$ cat src/rtl/irct_pkg.sv
package irct_pkg;

  // ==========================================================
  // register indices (byte address is four times the index)
  localparam logic [5:0] IDX_NARROW_CTRL = 6'h00;
  localparam logic [5:0] IDX_COMMON = 6'h01;
  localparam logic [5:0] IDX_WIDE_CTRL = 6'h02;
  localparam logic [5:0] IDX_NRELOAD_LOW = 6'h04;
  localparam logic [5:0] IDX_NRELOAD_HIGH = 6'h05;
  localparam logic [5:0] IDX_WRELOAD_LOW = 6'h06;
  localparam logic [5:0] IDX_WRELOAD_HIGH = 6'h07;
  localparam logic [5:0] IDX_WCAP_LOW = 6'h08;
  localparam logic [5:0] IDX_WCAP_HIGH = 6'h09;
  localparam logic [5:0] IDX_NCAP_LOW = 6'h0a;
  localparam logic [5:0] IDX_NCAP_HIGH = 6'h0b;
  localparam logic [5:0] IDX_IRQ_STATUS = 6'h10;
  localparam logic [5:0] IDX_IRQ_MASK = 6'h11;
  localparam int ADDR_IDX_LO = 2;
  localparam int ADDR_IDX_HI = 7;

  // ==========================================================
  // common control fields
  localparam int BIT_MODE = 7;
  localparam int BIT_SELECT = 6;
  localparam int FLD_LOGIC_HI = 5;
  localparam int FLD_LOGIC_LO = 4;

  // ==========================================================
  // counter control fields (same layout for both counters)
  localparam int BIT_ENABLE = 7;
  localparam int BIT_SINGLE = 6;
  localparam int BIT_TIMEOUT = 5;
  localparam int FLD_CLK_HI = 4;
  localparam int FLD_CLK_LO = 3;
  localparam int BIT_CAP_IE = 2;
  localparam int BIT_TO_IE = 1;
  localparam int BIT_ROUTE = 0;

  // ==========================================================
  // codes
  localparam logic [1:0] LOGIC_AND = 2'h0;
  localparam logic [1:0] LOGIC_OR = 2'h1;
  localparam logic [1:0] LOGIC_NOR = 2'h2;
  localparam logic [1:0] LOGIC_NAND = 2'h3;
  localparam logic [1:0] EDGE_FALL = 2'h0;
  localparam logic [1:0] EDGE_RISE = 2'h1;
  localparam logic [1:0] EDGE_BOTH = 2'h2;
  localparam logic [1:0] CLK_DIV1 = 2'h0;
  localparam logic [1:0] CLK_DIV2 = 2'h1;
  localparam logic [1:0] CLK_DIV4 = 2'h2;
  localparam logic [1:0] CLK_DIV8 = 2'h3;

  // ==========================================================
  // reset and load values
  localparam logic [7:0] REG_RST = 8'h00;
  localparam logic [7:0] COMMON_KEEP_MASK = 8'h30;
  localparam logic [7:0] WIDE_KEEP_MASK = 8'h1c;
  localparam logic [7:0] NARROW_KEEP_MASK = 8'h00;
  localparam logic [7:0] NARROW_LOAD = 8'hff;
  localparam logic [15:0] WIDE_LOAD = 16'hffff;

  // ==========================================================
  // interrupt status bits
  localparam int ST_WCAP = 0;
  localparam int ST_WTO = 1;
  localparam int ST_NCAP = 2;
  localparam int ST_NTO = 3;
  localparam int ST_W = 4;

endpackage

$ cat src/rtl/irct_top.sv
// Implementation choice: the AHB-Lite slave port.
`timescale 1ns/1ps

module irct_top (
  // clock and reset
  input wire logic hclk,
  input wire logic hresetn,
  // ahb-lite slave
  input wire logic hsel,
  input wire logic [31:0] haddr,
  input wire logic [1:0] htrans,
  input wire logic hwrite,
  input wire logic [2:0] hsize,
  input wire logic [31:0] hwdata,
  input wire logic hready,
  output logic [31:0] hrdata,
  output logic hreadyout,
  output logic hresp,
  // power management
  input wire logic stop_recovery,
  // plain port data for the shared pins
  input wire logic port_wide_data,
  input wire logic port_narrow_data,
  input wire logic port_combined_data,
  // signal pins
  input wire logic default_demod_input_pin,
  input wire logic alt_demod_input_pin,
  output logic wide_output_pin,
  output logic narrow_output_pin,
  output logic combined_output_pin,
  // interrupt
  output logic irq
);

  // ==========================================================
  // functions
  function automatic logic tick_of(input logic [1:0] sel, input logic [2:0] div);
    logic t;
    t = 1'b0;
    unique case (sel)
      irct_pkg::CLK_DIV1: t = 1'b1;
      irct_pkg::CLK_DIV2: t = div[0];
      irct_pkg::CLK_DIV4: t = &div[1:0];
      irct_pkg::CLK_DIV8: t = &div;
    endcase
    return t;
  endfunction

  function automatic logic qual_edge(input logic [1:0] code, input logic rise, input logic fall);
    logic q;
    case (code)
      irct_pkg::EDGE_FALL: q = fall;
      irct_pkg::EDGE_RISE: q = rise;
      irct_pkg::EDGE_BOTH: q = rise | fall;
      default: q = 1'b0;
    endcase
    return q;
  endfunction

  // ==========================================================
  // declarations
  logic [7:0] common_reg, wide_ctrl_reg, narrow_ctrl_reg;
  logic [7:0] nreload_low_reg, nreload_high_reg, wreload_low_reg, wreload_high_reg;
  logic [7:0] wcap_low_reg, wcap_high_reg, ncap_low_reg, ncap_high_reg;
  logic [15:0] wide_cnt_reg;
  logic [7:0] narrow_cnt_reg;
  logic wide_en_reg, narrow_en_reg, wide_to_reg, narrow_to_reg;
  logic wide_out_reg, narrow_out_reg, wide_armed_reg;
  logic [irct_pkg::ST_W-1:0] status_reg, mask_reg, status_set, irq_enables;
  logic [2:0] div_reg;
  logic def_meta_reg, def_sync_reg, alt_meta_reg, alt_sync_reg, demod_prev_reg;
  logic wr_pend_reg;
  logic [5:0] wr_idx_reg;
  logic [31:0] hrdata_reg, rdata_next;
  logic irq_reg, wide_pin_reg, narrow_pin_reg, comb_pin_reg;
  logic addr_phase, rd_status, demod, demod_in, rise, fall, qual;
  logic wide_wr, narrow_wr, wide_tick, narrow_tick, wide_edge;
  logic wide_live, narrow_live, wide_cap_ev, wide_tc_ev, narrow_cap_ev, narrow_tc_ev;
  logic combined;
  logic [5:0] a_idx;
  logic [7:0] wd;
  logic [15:0] wide_reload;
  logic [7:0] narrow_reload;

  // ==========================================================
  // bus slave
  assign a_idx = haddr[irct_pkg::ADDR_IDX_HI:irct_pkg::ADDR_IDX_LO];
  assign addr_phase = hsel & htrans[1] & hready;
  assign rd_status = addr_phase & !hwrite & (a_idx == irct_pkg::IDX_IRQ_STATUS);
  assign wd = hwdata[7:0];
  assign wide_wr = wr_pend_reg & (wr_idx_reg == irct_pkg::IDX_WIDE_CTRL);
  assign narrow_wr = wr_pend_reg & (wr_idx_reg == irct_pkg::IDX_NARROW_CTRL);

  always_ff @(posedge hclk or negedge hresetn)
  begin
    if (!hresetn)
    begin
      wr_pend_reg <= 1'b0;
      wr_idx_reg <= 6'h00;
      hrdata_reg <= 32'h0000_0000;
    end
    else
    begin
      wr_pend_reg <= addr_phase & hwrite;
      if (addr_phase)
        wr_idx_reg <= a_idx;
      if (addr_phase && !hwrite)
        hrdata_reg <= rdata_next;
    end
  end

  always_comb
  begin
    rdata_next = 32'h0000_0000;
    unique case (a_idx)
      irct_pkg::IDX_COMMON: rdata_next[7:0] = common_reg;
      irct_pkg::IDX_WIDE_CTRL: rdata_next[7:0] = {wide_en_reg, wide_ctrl_reg[6], wide_to_reg, wide_ctrl_reg[4:0]};
      irct_pkg::IDX_NARROW_CTRL: rdata_next[7:0] = {narrow_en_reg, narrow_ctrl_reg[6], narrow_to_reg,
                                                    narrow_ctrl_reg[4:0]};
      irct_pkg::IDX_NRELOAD_LOW: rdata_next[7:0] = nreload_low_reg;
      irct_pkg::IDX_NRELOAD_HIGH: rdata_next[7:0] = nreload_high_reg;
      irct_pkg::IDX_WRELOAD_LOW: rdata_next[7:0] = wreload_low_reg;
      irct_pkg::IDX_WRELOAD_HIGH: rdata_next[7:0] = wreload_high_reg;
      irct_pkg::IDX_WCAP_LOW: rdata_next[7:0] = wcap_low_reg;
      irct_pkg::IDX_WCAP_HIGH: rdata_next[7:0] = wcap_high_reg;
      irct_pkg::IDX_NCAP_LOW: rdata_next[7:0] = ncap_low_reg;
      irct_pkg::IDX_NCAP_HIGH: rdata_next[7:0] = ncap_high_reg;
      irct_pkg::IDX_IRQ_STATUS: rdata_next[irct_pkg::ST_W-1:0] = status_reg;
      irct_pkg::IDX_IRQ_MASK: rdata_next[irct_pkg::ST_W-1:0] = mask_reg;
      default: rdata_next = 32'h0000_0000;
    endcase
  end

  // ==========================================================
  // control registers; kept fields survive stop-mode recovery
  always_ff @(posedge hclk or negedge hresetn)
  begin
    if (!hresetn)
    begin
      common_reg <= irct_pkg::REG_RST;
      wide_ctrl_reg <= irct_pkg::REG_RST;
      narrow_ctrl_reg <= irct_pkg::REG_RST;
      nreload_low_reg <= irct_pkg::REG_RST;
      nreload_high_reg <= irct_pkg::REG_RST;
      wreload_low_reg <= irct_pkg::REG_RST;
      wreload_high_reg <= irct_pkg::REG_RST;
      mask_reg <= '0;
    end
    else if (stop_recovery)
    begin
      common_reg <= common_reg & irct_pkg::COMMON_KEEP_MASK;
      wide_ctrl_reg <= wide_ctrl_reg & irct_pkg::WIDE_KEEP_MASK;
      narrow_ctrl_reg <= narrow_ctrl_reg & irct_pkg::NARROW_KEEP_MASK;
    end
    else if (wr_pend_reg)
    begin
      unique case (wr_idx_reg)
        irct_pkg::IDX_COMMON: common_reg <= wd;
        irct_pkg::IDX_WIDE_CTRL: wide_ctrl_reg <= wd;
        irct_pkg::IDX_NARROW_CTRL: narrow_ctrl_reg <= wd;
        irct_pkg::IDX_NRELOAD_LOW: nreload_low_reg <= wd;
        irct_pkg::IDX_NRELOAD_HIGH: nreload_high_reg <= wd;
        irct_pkg::IDX_WRELOAD_LOW: wreload_low_reg <= wd;
        irct_pkg::IDX_WRELOAD_HIGH: wreload_high_reg <= wd;
        irct_pkg::IDX_IRQ_MASK: mask_reg <= wd[irct_pkg::ST_W-1:0];
        default: ;
      endcase
    end
  end

  // ==========================================================
  // prescaler and demodulator input
  always_ff @(posedge hclk or negedge hresetn)
  begin
    if (!hresetn)
      div_reg <= 3'h0;
    else
      div_reg <= div_reg + 3'h1;
  end

  assign wide_tick = tick_of(wide_ctrl_reg[irct_pkg::FLD_CLK_HI:irct_pkg::FLD_CLK_LO], div_reg);
  assign narrow_tick = tick_of(narrow_ctrl_reg[irct_pkg::FLD_CLK_HI:irct_pkg::FLD_CLK_LO], div_reg);

  always_ff @(posedge hclk or negedge hresetn)
  begin
    if (!hresetn)
    begin
      def_meta_reg <= 1'b0;
      def_sync_reg <= 1'b0;
      alt_meta_reg <= 1'b0;
      alt_sync_reg <= 1'b0;
      demod_prev_reg <= 1'b0;
    end
    else
    begin
      def_meta_reg <= default_demod_input_pin;
      def_sync_reg <= def_meta_reg;
      alt_meta_reg <= alt_demod_input_pin;
      alt_sync_reg <= alt_meta_reg;
      demod_prev_reg <= demod_in;
    end
  end

  assign demod = common_reg[irct_pkg::BIT_MODE];
  assign demod_in = common_reg[irct_pkg::BIT_SELECT] ? alt_sync_reg : def_sync_reg;
  assign rise = demod_in & !demod_prev_reg;
  assign fall = !demod_in & demod_prev_reg;
  assign qual = qual_edge(common_reg[irct_pkg::FLD_LOGIC_HI:irct_pkg::FLD_LOGIC_LO], rise, fall);

  // ==========================================================
  // wide counter
  assign wide_reload = {wreload_high_reg, wreload_low_reg};
  assign wide_edge = qual & (!wide_ctrl_reg[irct_pkg::BIT_SINGLE] | wide_armed_reg);
  assign wide_live = wide_en_reg & !wide_wr & !stop_recovery;
  assign wide_cap_ev = wide_live & demod & wide_edge;
  assign wide_tc_ev = wide_live & !wide_cap_ev & wide_tick & (wide_cnt_reg == 16'h0000);

  always_ff @(posedge hclk or negedge hresetn)
  begin
    if (!hresetn)
    begin
      wide_en_reg <= 1'b0;
      wide_cnt_reg <= 16'h0000;
      wide_out_reg <= 1'b0;
      wide_armed_reg <= 1'b1;
      wcap_low_reg <= irct_pkg::REG_RST;
      wcap_high_reg <= irct_pkg::REG_RST;
    end
    else if (stop_recovery)
    begin
      wide_en_reg <= 1'b0;
      wide_out_reg <= 1'b0;
    end
    else if (wide_wr)
    begin
      wide_en_reg <= wd[irct_pkg::BIT_ENABLE];
      wide_armed_reg <= 1'b1;
      if (wd[irct_pkg::BIT_ENABLE] && !wide_en_reg)
        wide_cnt_reg <= demod ? irct_pkg::WIDE_LOAD : wide_reload;
    end
    else if (wide_cap_ev)
    begin
      wcap_low_reg <= wide_cnt_reg[7:0];
      wcap_high_reg <= wide_cnt_reg[15:8];
      wide_cnt_reg <= irct_pkg::WIDE_LOAD;
      wide_armed_reg <= 1'b0;
    end
    else if (wide_live && wide_tick)
    begin
      if (wide_cnt_reg != 16'h0000)
        wide_cnt_reg <= wide_cnt_reg - 16'h0001;
      else if (demod)
        wide_cnt_reg <= irct_pkg::WIDE_LOAD;
      else
      begin
        wide_out_reg <= !wide_out_reg;
        if (wide_ctrl_reg[irct_pkg::BIT_SINGLE])
          wide_en_reg <= 1'b0;
        else
          wide_cnt_reg <= wide_reload;
      end
    end
  end

  always_ff @(posedge hclk or negedge hresetn)
  begin
    if (!hresetn)
      wide_to_reg <= 1'b0;
    else if (stop_recovery)
      wide_to_reg <= 1'b0;
    else if (wide_tc_ev)
      wide_to_reg <= 1'b1;
    else if (wide_wr && wd[irct_pkg::BIT_TIMEOUT])
      wide_to_reg <= 1'b0;
  end

  // ==========================================================
  // narrow counter; transmit alternates high and low reload by output level
  assign narrow_reload = narrow_out_reg ? nreload_low_reg : nreload_high_reg;
  assign narrow_live = narrow_en_reg & !narrow_wr & !stop_recovery;
  assign narrow_cap_ev = narrow_live & demod & qual;
  assign narrow_tc_ev = narrow_live & !narrow_cap_ev & narrow_tick & (narrow_cnt_reg == 8'h00);

  always_ff @(posedge hclk or negedge hresetn)
  begin
    if (!hresetn)
    begin
      narrow_en_reg <= 1'b0;
      narrow_cnt_reg <= 8'h00;
      narrow_out_reg <= 1'b0;
      ncap_low_reg <= irct_pkg::REG_RST;
      ncap_high_reg <= irct_pkg::REG_RST;
    end
    else if (stop_recovery)
    begin
      narrow_en_reg <= 1'b0;
      narrow_out_reg <= 1'b0;
    end
    else if (narrow_wr)
    begin
      narrow_en_reg <= wd[irct_pkg::BIT_ENABLE];
      if (wd[irct_pkg::BIT_ENABLE] && !narrow_en_reg)
        narrow_cnt_reg <= demod ? irct_pkg::NARROW_LOAD : (narrow_out_reg ? nreload_high_reg : nreload_low_reg);
    end
    else if (narrow_cap_ev)
    begin
      if (rise)
        ncap_low_reg <= narrow_cnt_reg;
      else
        ncap_high_reg <= narrow_cnt_reg;
      narrow_cnt_reg <= irct_pkg::NARROW_LOAD;
    end
    else if (narrow_live && narrow_tick)
    begin
      if (narrow_cnt_reg != 8'h00)
        narrow_cnt_reg <= narrow_cnt_reg - 8'h01;
      else if (demod)
        narrow_cnt_reg <= irct_pkg::NARROW_LOAD;
      else
      begin
        narrow_out_reg <= !narrow_out_reg;
        if (narrow_ctrl_reg[irct_pkg::BIT_SINGLE])
          narrow_en_reg <= 1'b0;
        else
          narrow_cnt_reg <= narrow_reload;
      end
    end
  end

  always_ff @(posedge hclk or negedge hresetn)
  begin
    if (!hresetn)
      narrow_to_reg <= 1'b0;
    else if (stop_recovery)
      narrow_to_reg <= 1'b0;
    else if (narrow_tc_ev)
      narrow_to_reg <= 1'b1;
    else if (narrow_wr && wd[irct_pkg::BIT_TIMEOUT])
      narrow_to_reg <= 1'b0;
  end

  // ==========================================================
  // interrupts: sticky status, cleared by a read, set wins
  assign status_set = {narrow_tc_ev, narrow_cap_ev, wide_tc_ev, wide_cap_ev};
  assign irq_enables = {narrow_ctrl_reg[irct_pkg::BIT_TO_IE], narrow_ctrl_reg[irct_pkg::BIT_CAP_IE],
                        wide_ctrl_reg[irct_pkg::BIT_TO_IE], wide_ctrl_reg[irct_pkg::BIT_CAP_IE]};

  always_ff @(posedge hclk or negedge hresetn)
  begin
    if (!hresetn)
      status_reg <= '0;
    else
      status_reg <= (rd_status ? '0 : status_reg) | status_set;
  end

  always_ff @(posedge hclk or negedge hresetn)
  begin
    if (!hresetn)
      irq_reg <= 1'b0;
    else
      irq_reg <= |(status_reg & mask_reg & irq_enables);
  end

  // ==========================================================
  // pins
  always_comb
  begin
    combined = 1'b0;
    unique case (common_reg[irct_pkg::FLD_LOGIC_HI:irct_pkg::FLD_LOGIC_LO])
      irct_pkg::LOGIC_AND: combined = narrow_out_reg & wide_out_reg;
      irct_pkg::LOGIC_OR: combined = narrow_out_reg | wide_out_reg;
      irct_pkg::LOGIC_NOR: combined = !(narrow_out_reg | wide_out_reg);
      irct_pkg::LOGIC_NAND: combined = !(narrow_out_reg & wide_out_reg);
    endcase
  end

  always_ff @(posedge hclk or negedge hresetn)
  begin
    if (!hresetn)
    begin
      wide_pin_reg <= 1'b0;
      narrow_pin_reg <= 1'b0;
      comb_pin_reg <= 1'b0;
    end
    else
    begin
      wide_pin_reg <= wide_ctrl_reg[irct_pkg::BIT_ROUTE] ? wide_out_reg : port_wide_data;
      narrow_pin_reg <= narrow_ctrl_reg[irct_pkg::BIT_ROUTE] ? narrow_out_reg : port_narrow_data;
      comb_pin_reg <= (!demod && common_reg[irct_pkg::BIT_SELECT]) ? combined : port_combined_data;
    end
  end

  assign hrdata = hrdata_reg;
  assign hreadyout = 1'b1;
  assign hresp = 1'b0;
  assign irq = irq_reg;
  assign wide_output_pin = wide_pin_reg;
  assign narrow_output_pin = narrow_pin_reg;
  assign combined_output_pin = comb_pin_reg;
endmodule

$ cat config.mk
export PLATFORM = sky130hd
export DESIGN_NAME = irct_top
export DESIGN_NICKNAME = d
export VERILOG_FILES = /design/src/rtl/irct_pkg.sv /design/src/rtl/irct_top.sv
export SDC_FILE = /design/constraint.sdc
export NUM_CORES = 1
export LEC_CHECK = 0
export BUFFER_PORTS_ARGS = -buffer_cell sky130_fd_sc_hd__clkbuf_2
export CAP_MARGIN = 40
export CELL_PAD_IN_SITES_DETAIL_PLACEMENT = 1
export CELL_PAD_IN_SITES_GLOBAL_PLACEMENT = 1
export CORE_ASPECT_RATIO = 0.5
export CORE_MARGIN = 5
export CORE_UTILIZATION = 40
export CTS_CLUSTER_DIAMETER = 120
export CTS_CLUSTER_SIZE = 25
export DETAILED_ROUTE_END_ITERATION = 16
export PLACE_DENSITY = 0.87
export SYNTH_ARGS = -nofsm -noshare
export SYNTH_HDL_FRONTEND = slang
export SYNTH_SLANG_ARGS = --single-unit
export TNS_END_PERCENT = 30
$ cat constraint.sdc
create_clock -name hclk -period 2.62 [get_ports hclk]
set_input_delay 0.393 -clock hclk [delete_from_list [all_inputs] [get_ports hclk]]
set_output_delay 0.393 -clock hclk [all_outputs]
set_load 0.01 [all_outputs]
==> flow_summary.ini <==
[clocking]
cts_tree = built
clkLatencyLatePin_ps = 440
cts_inserted_buffers = 17
root_buffer = clkbuf_16
path_clk_slew_ps = 60
htreeDepth = 4
clock-sinks = 150
cts_buffer_depth = 2

[sta]
rsz0062_at_grt = true
setup_viol = 0
slew_violations = 0
max_freq_mhz = 386.4
worst_slew_pin_slew_ps = 860.4
tns_ps = 0
fin_worst_skew_ps = 10.83
period_needed_ps = 2588
final_hold_viol_count = 0
setup_slack_ps = 32.21
period_share_pct = 98.77
slew_headroom_pct = 42.64

[placement]
io_buffers = 37
dp.cells = 1076
pre_cts_ws_ps = -21.33
placedInstanceArea_mm2 = 0.008524
post-dp-hpwl_mm = 18.89
gp_congestion = 0.9454

[global_routing]
grt_max_degree = 71
overflow = 0
grt_pass1_vias = 7339
grtUsageTotal_pct = 25.57
grt_pass1_wl_mm = 44.16
grt_antenna_before_repair = 1

[worst_setup_path]
end_kind = register
worst_ep_arrival_time_ps = 2910
crit_type = register to register
rrSetupSlack_ps = 30
worstSetupStartpoint = common_reg[6]
startpoint_type = register
r2r_start = common_reg[6]
path_max_fanout = 12
timing.rr.end = wide_cnt_reg[2]
required_ps = 2940
worstRegToRegCells = 12

[floorplanning]
coreArea_mm2 = 0.01932
start_util_pct = 40.44
rows = 36
dieArea_mm2 = 0.02260
die_x_um = 207.7
die_y_um = 108.8
ios = 118

[logic_synthesis]
ys.flop_type = dfrtp_1
async_reset_ff_share_pct = 100.0
syn-cell-area_mm2 = 0.007815
synth_edf_count = 0
avgSynthCellArea_um2 = 10.39
synth.yosys.seq_area_share_pct = 48.05
synth_seq_cells = 150
synthDistinctLibCells = 66
yosysWarnings = 0
syn_inst = 752

[flow_run]
maxCapViolations = 0

[power]
power_density_mw_per_mm2 = 645.0
power.internal_mw = 4.536
p_sw_share_pct = 25.38
combPwrFrac_pct = 10.0
power.leakage_nw = 4.392
ir_drop_uv = 521.5
switchingPower_mw = 1.543
p_clk_share_pct = 48.9
p_seq_share_pct = 41.1

[hold_path]
min-delay-start = default_demod_input_pin
min_to = def_meta_reg
hold_path.class = input port to register
hold_depth = 1

[route]
firstDrtPassIters = 6
wl_per_cell_um = 26.09
finalWirelength_mm = 29.01
drt-initial-drc-count = 783
drc = 0
ant_nets = 0
vias_per_cell = 6.214
vias = 6910

[layout]
drive_gt1_share_pct = 27.66
utilization_pct = 48.78
num_antenna_cells = 0
stdcell_area_mm2 = 0.009425
fin_cells = 1112
seq_area_mm2 = 0.003756
multi_input_area_mm2 = 0.003834
num-fill-cells = 2107
nets = 922
largest_reg_flops = 16
syn_to_final_growth_pct = 20.61

[run_status]
status = finished clean
==> synth_stat cells (3+ instances only) <==
cell       number  share of area, %
nor4_1          3              0.24
nand2b_1       17               1.4
or4_4           4              0.58
or4_1           5              0.48
a2111oi_0       5              0.56
buf_2           4              0.26
nand3_1        22               1.4
mux2i_1        20               2.6
a31oi_1        18               1.4
and3_1          7              0.56
nor4b_1         4              0.45
a22o_1         10               1.1
o22ai_1         3              0.24
buf_6           5              0.72
a22oi_1        32               3.1
a21o_1          6              0.58
inv_1          15              0.72
buf_4          27               2.6
o21ai_0        44               2.8
nor3_1         14              0.90
o32ai_1         5              0.56
xor2_1          3              0.34
nor2_1         33               1.6
ha_1            8               1.3
nand4_1         6              0.48
clkbuf_1       22               1.1
nor2b_1         9              0.72
a21oi_1        46               2.9
nor3b_1         4              0.38
mux2_2         76                11
dfrtp_1       149                48
or3_1           5              0.40
nand2_1        77               3.7
==> placed cells by master, fill, tap and decap left out, types with 18 or more instances in the layout <==
cell type  Yosys  layout
dfrtp_1      149     148
nand2_1       77      76
mux2_2        76      76
buf_4         27      51
a21oi_1       46      45
o21ai_0       44      44
clkbuf_2       0      36
nor2_1        33      33
a22oi_1       32      32
conb_1         2      26
nand3_1       22      21
clkbuf_16      0      19
mux2i_1       20      18
a31oi_1       18      18
==> power groups by stage <==
stage          clock (mW)  combinational (mW)  sequential (mW)
6_report             2.97               0.611             2.50
5_1_grt              3.09               0.672             2.50
4_1_cts              2.98               0.584             2.49
3_5_place_dp            0               0.563             2.53
3_3_place_gp            0               0.534             2.52
2_1_floorplan           0               0.368             2.49
==> cells by family (layout without fill, tap and decap cells) <==
| logic type | Yosys count | after routing | share of synthesized area (%) |
|---|---|---|---|
| AO/OA/AOI/OAI | 192 | 192 | 15.87 |
| XOR/XNOR | 5 | 5 | 0.5605 |
| adder cells (fa/ha/maj) | 8 | 8 | 1.281 |
| buffers and inverters | 73 | 143 | 5.347 |
| flip-flops | 150 | 150 | 48.05 |
| multiplexers | 97 | 97 | 13.70 |
| other | 2 | 26 | 0.09610 |
| AND/OR/NAND/NOR | 225 | 225 | 15.10 |
==> through the flow <==
step | hold WS [ps] | power [mW]
floorplan | 97.41 | 2.860
global placement | 333.8 | 3.053
detailed placement | 338.5 | 3.094
CTS | 50.60 | 6.052
global route | 46.32 | 6.268
finish | 59.03 | 6.079
==> worst max-delay path, stage by stage (launching register included) <==
cell and delay [ps]:
dfrtp_1 390, mux2i_2 260, inv_1 110, ha_2 230, mux2i_4 170, o32ai_2 120, buf_4 190, a221oi_4 330
buf_12 160, clkbuf_16 160, nand3_1 100, o21ai_0 130, a21oi_1 110
==> timing repair <==
item | CTS | global route
hold endpoints to repair | 13 | 0
hold buffers | 1 | 0
setup buffers | 0 | 2
pin swaps | 1 | 3
setup endpoints to repair | 12 | 44
cloned | 0 | 2
resized for setup | 9 | 15
==> layer usage <==
metal  GRT usage (%)  part of all wire, %  wire [µm]
met4           11.62                  3.5       1021
met2           43.74                   49      14180
met5               0                0.045         13
met1           31.68                   40      11560
met3           5.519                  7.7       2232
==> worst max-delay path by stage <==
| stage | depth (start not counted) | endpoint | slack, ps |
|---|---|---|---|
| final | 12 | wide_cnt_reg[2] | 30 |
| after global routing | 8 | narrow_cnt_reg[1] | -70 |
| after CTS | 6 | narrow_cnt_reg[5] | 3 |
| after detailed placement | 11 | wide_cnt_reg[3] | -20 |
| after global placement | 11 | wide_cnt_reg[3] | 140 |
| after floorplan | 6 | ncap_high_reg[0] | 160 |
==> area by class of cell <==
class | count | share of cell area (%)
clock buffer | 19 | 4.699
sequential | 150 | 39.85
tap | 266 | 3.531
inverter | 15 | 0.5974
multi-input combinational | 553 | 40.67
clock inverter | 12 | 2.642
timing repair buffer | 97 | 8.005
No activity file was read; power rests on OpenSTA's default activity.
